--- src/inc/sdcs_pkg.sv ---
// constants, types and helper functions for the serial drive control slave
// assumes a 10 MHz system clock and a half-duplex two-wire transceiver outside
//
// Behaviour
// each character is one start bit, eight data bits, one stop bit, no parity.
// bit rate selectable 9600 to 115200; 115200 when nothing else is chosen.
// frames end in a Modbus CRC-16; frames with a bad check are silently dropped.
// function 03 returns a contiguous run of holding registers from the start register.
// function 06 writes one holding register with the supplied 16-bit value.
// function 16 accepted only when every addressed register lies in 1 through 4.
// command bit 0 low requests stop, high enables running.
// command bit 1 selects deceleration ramp one when low, ramp two when high.
// command bit 2 set requests a fault reset; cleared does nothing.
// command bit 3 set requests a coast stop without ramp; cleared does nothing.
// speed setpoint is output frequency in tenths of a hertz.
// ramp time is acceleration and deceleration time in hundredths of a second.
// read-only status word: error code low byte, drive state high byte (0/1/2).
package sdcs_pkg;
	localparam int unsigned CLK_HZ = 10_000_000;
	localparam int unsigned BAUD_9600 = 9600;
	localparam int unsigned BAUD_19200 = 19200;
	localparam int unsigned BAUD_38400 = 38400;
	localparam int unsigned BAUD_57600 = 57600;
	localparam int unsigned BAUD_115200 = 115200;
	localparam logic [10:0] DIV_9600 = 11'(CLK_HZ / BAUD_9600);
	localparam logic [10:0] DIV_19200 = 11'(CLK_HZ / BAUD_19200);
	localparam logic [10:0] DIV_38400 = 11'(CLK_HZ / BAUD_38400);
	localparam logic [10:0] DIV_57600 = 11'(CLK_HZ / BAUD_57600);
	localparam logic [10:0] DIV_115200 = 11'(CLK_HZ / BAUD_115200);
	localparam logic [2:0] SEL_9600 = 3'h0;
	localparam logic [2:0] SEL_19200 = 3'h1;
	localparam logic [2:0] SEL_38400 = 3'h2;
	localparam logic [2:0] SEL_57600 = 3'h3;
	localparam logic [3:0] START_POS = 4'h0;
	localparam logic [3:0] STOP_POS = 4'h9;
	// 3.5 characters of ten bits each
	localparam logic [5:0] GAP_BITS = 6'h23;
	localparam logic [7:0] FN_READ = 8'h03;
	localparam logic [7:0] FN_WRITE1 = 8'h06;
	localparam logic [7:0] FN_WRITEN = 8'h10;
	localparam logic [7:0] FN_EXC = 8'h80;
	localparam logic [7:0] EXC_FUNC = 8'h01;
	localparam logic [7:0] EXC_ADDR = 8'h02;
	localparam logic [15:0] REG_CMD = 16'h0001;
	localparam logic [15:0] REG_SPEED = 16'h0002;
	localparam logic [15:0] REG_RAMP = 16'h0004;
	localparam logic [15:0] REG_STATUS = 16'h0006;
	localparam logic [15:0] REG_MULTI_LAST = 16'h0004;
	localparam logic [15:0] REG_READ_LAST = 16'h0006;
	localparam logic [15:0] CMD_RESET = 16'h0000;
	localparam int CMD_RUN = 0;
	localparam int CMD_DECEL2 = 1;
	localparam int CMD_FRESET = 2;
	localparam int CMD_COAST = 3;
	localparam int MAX_WORDS = 4;
	localparam logic [15:0] CRC_INIT = 16'hffff;
	localparam logic [15:0] CRC_POLY = 16'ha001;
	localparam int BUF_DEPTH = 24;
	localparam int B_ADDR = 0;
	localparam int B_FN = 1;
	localparam int B_AHI = 2;
	localparam int B_ALO = 3;
	localparam int B_CHI = 4;
	localparam int B_CLO = 5;
	localparam int B_BYTES = 6;
	localparam int B_DATA = 7;
	localparam logic [4:0] LEN_MIN = 5'h04;
	localparam logic [4:0] LEN_FIXED = 5'h08;
	localparam logic [15:0] LEN_MULTI = 16'h0009;
	localparam logic [5:0] RSP_HDR = 6'h03;
	localparam logic [5:0] ECHO_LEN = 6'h06;
	localparam logic [5:0] EXC_LEN = 6'h03;
	localparam logic [5:0] CRC_BYTES = 6'h02;

	typedef enum logic [1:0] {S_RX = 2'b01, S_TX = 2'b10} sdcs_state_t;

	function automatic logic [10:0] baud_div(input logic [2:0] sel);
		case (sel)
			SEL_9600: return DIV_9600;
			SEL_19200: return DIV_19200;
			SEL_38400: return DIV_38400;
			SEL_57600: return DIV_57600;
			default: return DIV_115200;
		endcase
	endfunction : baud_div

	function automatic logic [15:0] crc_step(input logic [15:0] c, input logic [7:0] b);
		logic [15:0] r;
		r = c ^ {8'h00, b};
		for (int i = 0; i < 8; i++)
			r = r[0] ? ((r >> 1) ^ CRC_POLY) : (r >> 1);
		return r;
	endfunction : crc_step
endpackage : sdcs_pkg

--- src/rtl/sdcs_slave.sv ---
// modbus rtu slave holding the drive command, speed and ramp registers
// assumes rx_pin comes from an rs485 receiver, tx_oe_n drives its transmitter enable
`timescale 1ns/1ps
module sdcs_slave (
	// clock and reset
	input wire logic clk_sys,
	input wire logic reset,
	input wire logic clk_en,
	// serial line
	input wire logic rx_pin,
	output logic tx_out,
	output logic tx_oe_n,
	// configuration and drive status
	input wire logic [2:0] baud_sel,
	input wire logic [7:0] slave_addr,
	input wire logic [7:0] drive_err,
	input wire logic [1:0] drive_state,
	// drive controls
	output logic run_enable,
	output logic decel_ramp2,
	output logic fault_reset,
	output logic coast_stop,
	output logic [15:0] speed_setpoint,
	output logic [15:0] ramp_time
);
	////////////////////////////////////////////////////////////////////////////
	sdcs_pkg::sdcs_state_t state_q, state_d;
	logic rx_s1_q, rx_s2_q;
	logic [10:0] cnt_q, cnt_d;
	logic [3:0] bit_q, bit_d;
	logic busy_q, busy_d;
	logic [7:0] sh_q, sh_d;
	logic [8:0] txsh_q, txsh_d;
	logic [5:0] gap_q, gap_d;
	logic [4:0] len_q, len_d;
	logic ovf_q, ovf_d;
	logic [15:0] crc_q, crc_d, txcrc_q, txcrc_d;
	logic [7:0] buf_q [sdcs_pkg::BUF_DEPTH];
	logic [7:0] buf_d [sdcs_pkg::BUF_DEPTH];
	logic tx_q, tx_d, oe_n_q, oe_n_d;
	logic [5:0] idx_q, idx_d, txlen_q, txlen_d;
	logic [7:0] exc_q, exc_d;
	logic [15:0] cmd_q, cmd_d, speed_q, speed_d, ramp_q, ramp_d;
	logic [10:0] div;
	logic [15:0] st, cn;
	logic [7:0] fn;
	logic fr_end, fr_ok;

	assign div = sdcs_pkg::baud_div(baud_sel);
	assign fn = buf_q[sdcs_pkg::B_FN];
	assign st = {buf_q[sdcs_pkg::B_AHI], buf_q[sdcs_pkg::B_ALO]};
	assign cn = {buf_q[sdcs_pkg::B_CHI], buf_q[sdcs_pkg::B_CLO]};
	// a frame closes after 3.5 quiet characters
	assign fr_end = state_q == sdcs_pkg::S_RX && !busy_q && gap_q == sdcs_pkg::GAP_BITS && len_q != 5'h00;
	// residue of zero over data plus check bytes means intact
	assign fr_ok = crc_q == 16'h0000 && !ovf_q && len_q >= sdcs_pkg::LEN_MIN
		&& buf_q[sdcs_pkg::B_ADDR] == slave_addr;

	////////////////////////////////////////////////////////////////////////////
	function automatic logic rng_ok(input logic [15:0] s, input logic [15:0] n, input logic [15:0] last);
		return n != 16'h0000 && s != 16'h0000 && (17'(s) + 17'(n)) <= (17'(last) + 17'h00001);
	endfunction : rng_ok

	function automatic logic [15:0] reg_read(input logic [15:0] a);
		if (a == sdcs_pkg::REG_CMD)
			return cmd_q;
		else if (a == sdcs_pkg::REG_SPEED)
			return speed_q;
		else if (a == sdcs_pkg::REG_RAMP)
			return ramp_q;
		else if (a == sdcs_pkg::REG_STATUS)
			return {6'h00, drive_state, drive_err};
		else
			return 16'h0000;
	endfunction : reg_read

	function automatic logic [7:0] resp_byte(input logic [5:0] i);
		logic [5:0] j;
		logic [15:0] w;
		j = i - sdcs_pkg::RSP_HDR;
		w = reg_read(st + 16'(j[5:1]));
		if (i == 6'h00)
			return buf_q[sdcs_pkg::B_ADDR];
		else if (exc_q != 8'h00)
			return (i == 6'h01) ? (fn | sdcs_pkg::FN_EXC) : exc_q;
		else if (fn != sdcs_pkg::FN_READ)
			return buf_q[i[4:0]];
		else if (i == 6'h01)
			return fn;
		else if (i == 6'h02)
			return {cn[6:0], 1'b0};
		else
			return j[0] ? w[7:0] : w[15:8];
	endfunction : resp_byte

	////////////////////////////////////////////////////////////////////////////
	always_comb
	begin
		logic [3:0] nw;
		logic [4:0] db;
		logic [7:0] b;
		logic [15:0] a, v;
		logic go, tick;
		nw = 4'h0;
		db = 5'h00;
		b = 8'h00;
		a = 16'h0000;
		v = 16'h0000;
		go = 1'b1;
		tick = cnt_q == 11'h000;
		state_d = state_q;
		cnt_d = tick ? div - 11'h001 : cnt_q - 11'h001;
		bit_d = bit_q;
		busy_d = busy_q;
		sh_d = sh_q;
		txsh_d = txsh_q;
		gap_d = gap_q;
		len_d = len_q;
		ovf_d = ovf_q;
		crc_d = crc_q;
		buf_d = buf_q;
		tx_d = tx_q;
		oe_n_d = oe_n_q;
		idx_d = idx_q;
		txlen_d = txlen_q;
		txcrc_d = txcrc_q;
		exc_d = exc_q;
		cmd_d = cmd_q;
		speed_d = speed_q;
		ramp_d = ramp_q;
		case (state_q)
			sdcs_pkg::S_RX:
			begin
				if (!busy_q && !rx_s2_q)
				begin
					// sample mid-bit from here on
					busy_d = 1'b1;
					bit_d = sdcs_pkg::START_POS;
					gap_d = 6'h00;
					cnt_d = {1'b0, div[10:1]};
				end
				else if (fr_end)
				begin
					len_d = 5'h00;
					ovf_d = 1'b0;
					crc_d = sdcs_pkg::CRC_INIT;
					exc_d = 8'h00;
					if (fn == sdcs_pkg::FN_READ)
					begin
						go = len_q == sdcs_pkg::LEN_FIXED;
						txlen_d = sdcs_pkg::RSP_HDR + {cn[4:0], 1'b0};
						if (!rng_ok(st, cn, sdcs_pkg::REG_READ_LAST))
							exc_d = sdcs_pkg::EXC_ADDR;
					end
					else if (fn == sdcs_pkg::FN_WRITE1)
					begin
						go = len_q == sdcs_pkg::LEN_FIXED;
						txlen_d = sdcs_pkg::ECHO_LEN;
						db = 5'(sdcs_pkg::B_CHI);
						nw = 4'h1;
						if (st != sdcs_pkg::REG_CMD && st != sdcs_pkg::REG_SPEED && st != sdcs_pkg::REG_RAMP)
							exc_d = sdcs_pkg::EXC_ADDR;
					end
					else if (fn == sdcs_pkg::FN_WRITEN)
					begin
						go = {11'h000, len_q} == sdcs_pkg::LEN_MULTI + {cn[14:0], 1'b0}
							&& buf_q[sdcs_pkg::B_BYTES] == {cn[6:0], 1'b0};
						txlen_d = sdcs_pkg::ECHO_LEN;
						db = 5'(sdcs_pkg::B_DATA);
						nw = cn[3:0];
						if (!rng_ok(st, cn, sdcs_pkg::REG_MULTI_LAST))
							exc_d = sdcs_pkg::EXC_ADDR;
					end
					else
						exc_d = sdcs_pkg::EXC_FUNC;
					if (exc_d != 8'h00)
					begin
						txlen_d = sdcs_pkg::EXC_LEN;
						nw = 4'h0;
					end
					if (fr_ok && go)
					begin
						state_d = sdcs_pkg::S_TX;
						oe_n_d = 1'b0;
						idx_d = 6'h00;
						txcrc_d = sdcs_pkg::CRC_INIT;
						for (int k = 0; k < sdcs_pkg::MAX_WORDS; k++)
						begin
							a = st + 16'(k);
							v = {buf_q[int'(db) + 2 * k], buf_q[int'(db) + 2 * k + 1]};
							if (4'(k) < nw && a == sdcs_pkg::REG_CMD)
								cmd_d = v;
							else if (4'(k) < nw && a == sdcs_pkg::REG_SPEED)
								speed_d = v;
							else if (4'(k) < nw && a == sdcs_pkg::REG_RAMP)
								ramp_d = v;
						end
					end
				end
				else if (!busy_q && tick && gap_q != sdcs_pkg::GAP_BITS)
					gap_d = gap_q + 6'h01;
				else if (busy_q && tick)
				begin
					bit_d = bit_q + 4'h1;
					if (bit_q == sdcs_pkg::START_POS && rx_s2_q)
						busy_d = 1'b0; // glitch, not a start bit
					else if (bit_q == sdcs_pkg::STOP_POS)
					begin
						busy_d = 1'b0;
						// a missing stop bit drops the character
						if (rx_s2_q && len_q < 5'(sdcs_pkg::BUF_DEPTH))
						begin
							buf_d[len_q] = sh_q;
							len_d = len_q + 5'h01;
							crc_d = sdcs_pkg::crc_step(crc_q, sh_q);
						end
						else if (rx_s2_q)
							ovf_d = 1'b1;
					end
					else if (bit_q != sdcs_pkg::START_POS)
						sh_d = {rx_s2_q, sh_q[7:1]};
				end
			end
			default:
			begin
				if (busy_q)
				begin
					if (tick && bit_q == sdcs_pkg::STOP_POS)
						busy_d = 1'b0;
					else if (tick)
					begin
						tx_d = txsh_q[0];
						txsh_d = {1'b1, txsh_q[8:1]};
						bit_d = bit_q + 4'h1;
					end
				end
				else if (idx_q == txlen_q + sdcs_pkg::CRC_BYTES)
				begin
					state_d = sdcs_pkg::S_RX;
					oe_n_d = 1'b1;
					gap_d = 6'h00;
				end
				else
				begin
					if (idx_q < txlen_q)
					begin
						b = resp_byte(idx_q);
						txcrc_d = sdcs_pkg::crc_step(txcrc_q, b);
					end
					else
						b = (idx_q == txlen_q) ? txcrc_q[7:0] : txcrc_q[15:8];
					// start bit now, then data lsb first and a stop bit
					tx_d = 1'b0;
					txsh_d = {1'b1, b};
					busy_d = 1'b1;
					bit_d = sdcs_pkg::START_POS;
					cnt_d = div - 11'h001;
					idx_d = idx_q + 6'h01;
				end
			end
		endcase
	end

	always_ff @(posedge clk_sys or posedge reset)
	begin
		if (reset)
		begin
			rx_s1_q <= 1'b1;
			rx_s2_q <= 1'b1;
			state_q <= sdcs_pkg::S_RX;
			cnt_q <= 11'h000;
			bit_q <= 4'h0;
			busy_q <= 1'b0;
			sh_q <= 8'h00;
			txsh_q <= 9'h1ff;
			gap_q <= 6'h00;
			len_q <= 5'h00;
			ovf_q <= 1'b0;
			crc_q <= sdcs_pkg::CRC_INIT;
			buf_q <= '{default: 8'h00};
			tx_q <= 1'b1;
			oe_n_q <= 1'b1;
			idx_q <= 6'h00;
			txlen_q <= 6'h00;
			txcrc_q <= sdcs_pkg::CRC_INIT;
			exc_q <= 8'h00;
			cmd_q <= sdcs_pkg::CMD_RESET;
			speed_q <= sdcs_pkg::CMD_RESET;
			ramp_q <= sdcs_pkg::CMD_RESET;
		end
		else if (clk_en)
		begin
			rx_s1_q <= rx_pin;
			rx_s2_q <= rx_s1_q;
			state_q <= state_d;
			cnt_q <= cnt_d;
			bit_q <= bit_d;
			busy_q <= busy_d;
			sh_q <= sh_d;
			txsh_q <= txsh_d;
			gap_q <= gap_d;
			len_q <= len_d;
			ovf_q <= ovf_d;
			crc_q <= crc_d;
			buf_q <= buf_d;
			tx_q <= tx_d;
			oe_n_q <= oe_n_d;
			idx_q <= idx_d;
			txlen_q <= txlen_d;
			txcrc_q <= txcrc_d;
			exc_q <= exc_d;
			cmd_q <= cmd_d;
			speed_q <= speed_d;
			ramp_q <= ramp_d;
		end
	end

	assign tx_out = tx_q;
	assign tx_oe_n = oe_n_q;
	assign run_enable = cmd_q[sdcs_pkg::CMD_RUN];
	assign decel_ramp2 = cmd_q[sdcs_pkg::CMD_DECEL2];
	assign fault_reset = cmd_q[sdcs_pkg::CMD_FRESET];
	assign coast_stop = cmd_q[sdcs_pkg::CMD_COAST];
	// units pass through untouched: 0.1 Hz and 0.01 s
	assign speed_setpoint = speed_q;
	assign ramp_time = ramp_q;
endmodule : sdcs_slave

--- config.mk ---
export PLATFORM = sky130hd
export DESIGN_NAME = sdcs_slave
export DESIGN_NICKNAME = d
export VERILOG_FILES = /design/src/inc/sdcs_pkg.sv /design/src/rtl/sdcs_slave.sv
export SDC_FILE = /design/constraint.sdc
export NUM_CORES = 1
export LEC_CHECK = 0
export BUFFER_PORTS_ARGS = -buffer_cell sky130_fd_sc_hd__buf_2
export CORE_UTILIZATION = 30
export DETAILED_ROUTE_END_ITERATION = 6
export SLEW_MARGIN = 20
export SYNTH_ARGS = -nofsm -noshare
export SYNTH_HDL_FRONTEND = slang
export SYNTH_SLANG_ARGS = --single-unit
--- constraint.sdc ---
create_clock -name clk_sys -period 12.3 [get_ports clk_sys]
set_input_delay 1.23 -clock clk_sys [delete_from_list [all_inputs] [get_ports clk_sys]]
set_output_delay 1.23 -clock clk_sys [all_outputs]
set_load 0.1 [all_outputs]
# [After elaboration in Yosys (flattened, before gate mapping)]
# Cells that the tools add are included.
[word_totals] inputBits=25 reg_bits=343 output_inout_bits=38
[classes] eq_ne=57 reduce_logical=70 magnitude_cmp=20 bitwise_logic=34 n_mux=202 n_addsub=22
[ops] op="$mux W16" n=56
[ops] op="$bmux W8 S5" n=9
[ops] op="$mux W8" n=38
[ops] op="$ge A32 B6 Y1 const B" n=8
[ops] op="$bwmux W192" n=1
[ops] op="$eq A16 B3 Y1 const B" n=6
[ops] op="$mux W6" n=16
[ops] op="$not A32 Y32" n=3
[ops] op="$not A7 Y32" n=3
[ops] op="$eq A16 B1 Y1 const B" n=5
[ops] op="$eq A16 B2 Y1 const B" n=5
[ops] op="$mux W4" n=16
[ops] op="$mux W11" n=5
[ops] op="$not A2 Y3" n=16
[ops] op="$mux W5" n=9
[ops] op="$pmux W11 S4" n=1
[ops] op="$demux W8 S5" n=1
[ops] op="$mux W9" n=4
[ops] op="$le A17 B3 Y1 const B" n=2
[ops] op="$logic_and A1 B1 Y1" n=33
[ops] op="$mux W1" n=33
[ops] op="$add A16 B2 Y16 const B" n=2
[ops] op="$not A5 Y32" n=1
[ops] op="$not A6 Y32" n=1
[ops] op="70 further kinds" n=131

# [Depth between registers and ports, before layout]
[depth] ltp_word=38 mapped_depth=23

# [Worst setup path after synthesis]
# No wires, ideal clock.
[synth_path] path_kind="flip-flop to flip-flop" startpoint="reg idx_q[1]" endpoint="reg txcrc_q[0]" required_ns=12.207 path_slack_ns=7.059 setup_ns=0.093 period_less_slack_ns=5.241 stages_incl_launch_ff=22 arrival_ns=5.149 cell_sequence="dfrtp_1 clkbuf_1 buf_1 clkbuf_1 inv_1 ha_1 ha_1 inv_1 fa_1 xnor2_2 buf_2 nor2_1 a221oi_1 nor2_1 a2111oi_0 nor3_1 a31oi_1 xnor3_1 xor2_2 nor2_1 a31oi_1 a21oi_1"
[synth_via] elab_chain_len=31 word_cells_on_any_way=53 classes_between="add/sub (2); order compare (1); eq/ne (8); mux (30); bitwise (9); reduce/logical (3)"
[synth_rtl] item="start, declared" line_no="sdcs_slave.sv:41" rtl="logic [5:0] idx_q, idx_d, txlen_q, txlen_d;"
[synth_rtl] item="start signal, assigned" line_no="sdcs_slave.sv:308" rtl="idx_q <= idx_d;"
[synth_rtl] item="$sub A6 B2 Y6" line_no="sdcs_slave.sv:80" rtl="j = i - sdcs_pkg::RSP_HDR;"
[synth_rtl] item="$add A16 B5 Y16" line_no="sdcs_slave.sv:81" rtl="w = reg_read(st + 16'(j[5:1]));"
[synth_rtl] item="$eq A16 B3 Y1" line_no="sdcs_slave.sv:71" rtl="else if (a == sdcs_pkg::REG_STATUS)"
[synth_rtl] item="$mux W10" line_no="sdcs_slave.sv:71"
[synth_rtl] item="$mux W16" line_no="sdcs_slave.sv:69" rtl="else if (a == sdcs_pkg::REG_RAMP)"
[synth_rtl] item="$mux W16" line_no="sdcs_slave.sv:67" rtl="else if (a == sdcs_pkg::REG_SPEED)"
[synth_rtl] item="$mux W16" line_no="sdcs_slave.sv:65" rtl="if (a == sdcs_pkg::REG_CMD)"
[synth_rtl] item="$mux W8" line_no="sdcs_slave.sv:93" rtl="return j[0] ? w[7:0] : w[15:8];"
[synth_rtl] item="[... 9 more ...]"
[synth_rtl] item="$xor A16 B8 Y16" line_no="sdcs_pkg.sv:89" rtl="r = c ^ {8'h00, b};"
[synth_rtl] item="$not A2 Y3 (no source line) or $mux W16 (tied branches)"
[synth_rtl] item="$mux W16 or $not A2 Y3 (tied branches) (6 in a row)"
[synth_rtl] item="$mux W16 (2 in a row)" line_no="sdcs_pkg.sv:91" rtl="r = r[0] ? ((r >> 1) ^ CRC_POLY) : (r >> 1);"
[synth_rtl] item="$mux W16" line_no="sdcs_slave.sv:245" rtl="if (idx_q < txlen_q)"
[synth_rtl] item="$mux W16" line_no="sdcs_slave.sv:237" rtl="else if (idx_q == txlen_q + sdcs_pkg::CRC_BYTES)"
[synth_rtl] item="$mux W16" line_no="sdcs_slave.sv:226" rtl="if (busy_q)"
[synth_rtl] item="$mux W16" line_no="sdcs_slave.sv:131" rtl="case (state_q)"
[synth_rtl] item="end signal, assigned" line_no="sdcs_slave.sv:285" rtl="txcrc_q <= sdcs_pkg::CRC_INIT;"
[synth_rtl] item="end signal, assigned" line_no="sdcs_slave.sv:310" rtl="txcrc_q <= txcrc_d;"
[synth_rtl] item="end, declared" line_no="sdcs_slave.sv:37" rtl="logic [15:0] crc_q, crc_d, txcrc_q, txcrc_d;"
# Parallel ways exist; a longest one is shown, timed or not. The select of a mux whose other input is x is not followed.
# A chain may end at the register's enable or synchronous reset.

# [Worst setup path in the final report]
[layout_path] startpoint="reg idx_q[4]" endpoint="reg txcrc_q[0]"
# The elaborated chain is that of the path after synthesis.

==> impl_results.md <==
* Num CTS Buffers at 41
* Critical-path cell list: clkinv_1 -> xnor2_1 -> ha_1 -> a21o_1 -> a21oi_2 -> nand2_1 -> a2111o_1 -> a2111oi_0 -> a31oi_1 -> o31ai_1 -> xor2_1 -> xnor2_1 -> xor2_2 -> nor2_1 -> a31oi_1 -> a21oi_1
* Maximum buffer depth of the clock tree at 3
* Max Slew Vio Count at 0
* WP buf/inv at 1
* HPWL reported at the end of detailed placement at 61760 um
* Fmax at 0.1742 GHz
* Slowest CP cell: a2111oi_0
* Register area at 8443 um2
* Top Family by Delay on Critical Path: compound AO/OA/AOI/OAI gates
* Tmin final at 5.741 ns
* Sink Count at 335
* Maxcap violations at 0
* Initial DRT Pass Iterations at 7
* R2R depth at 16
* CP Capture Type: register
* DIE AREA at 81110 um2
* Most common cell in the synthesized netlist: dfrtp_1
* Layout Skew at 0.01971 ns
* Relative slew slack at 0.1902
* I/O Buffers at 62
* Synth top area cells: dfrtp_1 30%, mux2_2 9.6%, mux4_2 9.4%, mux2i_1 6.2%, dfstp_2 4.8%
* Layout area overhead at 11.37%
* Clk pwr share at 0.487
* Syn_nets at 2560
* Slowest cell delay on critical path at 0.73 ns
* Die H at 284.8 um
* Vias in the first global route at 19420
* Critical path peak fanout at 13
* Worst Setup EP: txcrc_q[0]$_DFFE_PP1P_
* Maximum VDD drop at 0.07819 mV
* Hold Fails Final Rpt at 0
* Predominant post-synthesis flop cell: dfrtp_1
* Total negative slack at 0 ns
* Netlist Area Pre-Place at 23990 um2
* Post-route ant nets at 0
* Chip width at 284.8 um
* Post-CTS Setup Repair Bufs at 0
* Syn Inst Count at 2484
* P_sw at 0.0006645 W
* Status: complete, no violations
* Diode count at 0
* # hold bufs at CTS at 0
* Ports at 63
* Tcrit/Tclk final at 0.4668
* Total Routing Usage GR at 0.2082
* Final setup fails at 0
* DRC errors left at 0
* Multi-input gate area at 14630 um2
* FF-to-FF setup slack at 6.56 ns
* Synth async-reset ratio at 1.000
* Clock-pin transition on the worst setup and hold timing paths at 0.06 ns
* Fillers at 8013
* Worst path depth at 16
* Routed via count at 20690
* Flop pwr share at 0.444
* Hold Path Stages at 2
* Yosys cell types at 85
* Hold WS at 0.4951 ns
* Sequential area share after synthesis at 0.3517
* P_int at 0.001943 W
* RSZ-0062 raised after global routing: false
* Largest net degree at the start of global routing at 148
* Root Buffer: clkbuf_16
* Rows at 103
* Reg-to-Reg End: txcrc_q[0]$_DFFE_PP1P_
* Syn Area/Cell at 9.659 um2
* Hold Path Class: reg -> reg
* Crit Path Category: reg -> reg
* Startpoint types: register
* CP required at 12.80 ns
* Vias per cell at 5.841
* Critical R2R Launch: idx_q[4]$_DFFE_PP0P_
* Post-synth top area cell: dfrtp_1
* PwrDens at 97.58 nW/um2
* Nets@finish at 2537
* Post_cts resized at 0
* Switching share of power at 0.2549
* Synth top area share at 0.3035
* Overflow after GRT at 0
* Gate power share at 0.069
* Initial antenna violation count at 1
* Clk Latency, worst-skew pair at 0.59 ns
* H-tree depth at 2
* WL final at 86160 um
* Arrival @ worst endpoint at 6.24 ns
* GP Congestion at 0.9718
* Avg WL per Cell at 24.32 um
* Worst-margin pin slew at 1.206 ns
* Setup crit start: idx_q[4]$_DFFE_PP0P_
* Layout cell share with drive strength beyond 1 at 0.2262
* Starting Density at 0.3037
* 1st-iter DRT viols at 2572
* Core ar. at 79000 um2
* CTS tree: done
* Yosys warns at 0
* P_leak at 11.00 nW
* Top post-synthesis cells by count: 291 x dfrtp_1, 239 x nor2_1, 204 x mux2_2
* Synth Register Bits at 335
* Post-synth EDFFs at 0
* First-pass GRT wire length at 129400 um
==> worst min-delay path: stages (launching register included) <==
cell and delay, ns:
dfstp_2 0.37, nand2_1 0.04, o21ai_0 0.07
==> kinds of logic (layout without fill, tap and decap cells) <==
logic type,after synthesis,in the layout,share of synthesized area
buffers and inverters,244,253,0.03979
XOR/XNOR,98,98,0.03870
AO/OA/AOI/OAI,570,570,0.1475
multiplexers,452,452,0.2514
adder cells (fa/ha/maj),51,51,0.02722
flip-flops,335,335,0.3517
AND/OR/NAND/NOR,734,734,0.1437
==> per-stage QoR <==
stage               power (W)    util  worst slack, ns  instances  cell area [um2]
floorplan            0.001304       -            1.861       2484            23990
global placement     0.001354  0.3206            6.729       3468            25320
detailed placement   0.001355  0.3206            6.635       3468            25320
CTS                  0.002630  0.3382            6.607       3543            26720
global route         0.002696  0.3382            6.218       3543            26720
finish               0.002608  0.3382            6.559       3543            26720
==> power groups by stage <==
| stage | combinational, W | sequential (W) | clock [W] |
|---|---|---|---|
| 5_1_grt | 0.000204 | 0.00116 | 0.00133 |
| 4_1_cts | 0.000180 | 0.00116 | 0.00129 |
| 6_report | 0.000180 | 0.00116 | 0.00127 |
| 2_1_floorplan | 0.000136 | 0.00117 | 0 |
| 3_3_place_gp | 0.000178 | 0.00118 | 0 |
| 3_5_place_dp | 0.000179 | 0.00118 | 0 |
==> layout make-up <==
type,count,area share
clock inverters,14,0.006696
inverters,69,0.01007
clock buffers,61,0.04537
repair buffers,109,0.02529
multi-input cells,1905,0.5474
well taps,1050,0.04917
flip-flops and latches,335,0.3160
==> flip-flops by register name, indices dropped and copies added, names as in the netlist, 11 cells and up <==
register,cells
speed_setpoint,16
buf_q,184
txcrc_q,16
cnt_q,11
cmd_q,16
ramp_time,16
crc_q,16
==> layout by cell type, fill, tap and decap left out, types with 7 or more instances in the layout <==
cell type  netlist  routed
inv_1           66      65
buf_4            4      46
mux2_2         204     204
nor4_1          22      20
nand4_1         33      33
ha_1            49      48
dfrtp_1        291     289
nand2b_1        16      16
nand2_1        194     194
o21ai_1         20      20
dfstp_2         44      44
o211ai_1        35      35
xor2_1          39      39
xnor2_1         53      53
or2_2           15      15
nor2b_1         16      16
nand3_1         67      67
o21ai_0        134     133
clkbuf_8         0       9
mux2i_1        148     148
or3_1           12      12
nor3_1          54      53
nor2_1         239     239
a21o_1          20      20
o22ai_1         27      27
buf_2           19      62
o22a_1          12      12
o31ai_1          7       7
mux4_2         100     100
o221ai_1        10      10
o21a_1          24      24
a21oi_1        174     174
and2_1          16      16
a211oi_1        15      15
a31oi_1         21      21
clkbuf_1       136      10
clkbuf_16        0      42
and3_1          15      15
==> how the worst min path moves through the flow <==
stage                                startpoint                    end  slack, ns
after global routing       buf_q[8]$_DFFE_PP0P_   buf_q[8]$_DFFE_PP0P_       0.52
after CTS                 crc_q[11]$_DFFE_PP1P_  crc_q[11]$_DFFE_PP1P_       0.50
after floorplan           crc_q[11]$_DFFE_PP1P_  crc_q[11]$_DFFE_PP1P_       0.47
final                     crc_q[11]$_DFFE_PP1P_  crc_q[11]$_DFFE_PP1P_       0.50
after detailed placement   buf_q[9]$_DFFE_PP0P_   buf_q[9]$_DFFE_PP0P_       0.49
after global placement       tx_out$_DFFE_PP1P_     tx_out$_DFFE_PP1P_       0.48
==> metal layers <==
metal  up-vias  track usage  share of wire
li1       9113            -              -
met1     10330       0.2947           0.44
met2      1039       0.3094           0.43
met3       209      0.04208          0.092
met4         2      0.08266          0.042
met5         -            0        0.00015
Note: power is estimated with default switching activity, not from simulation.
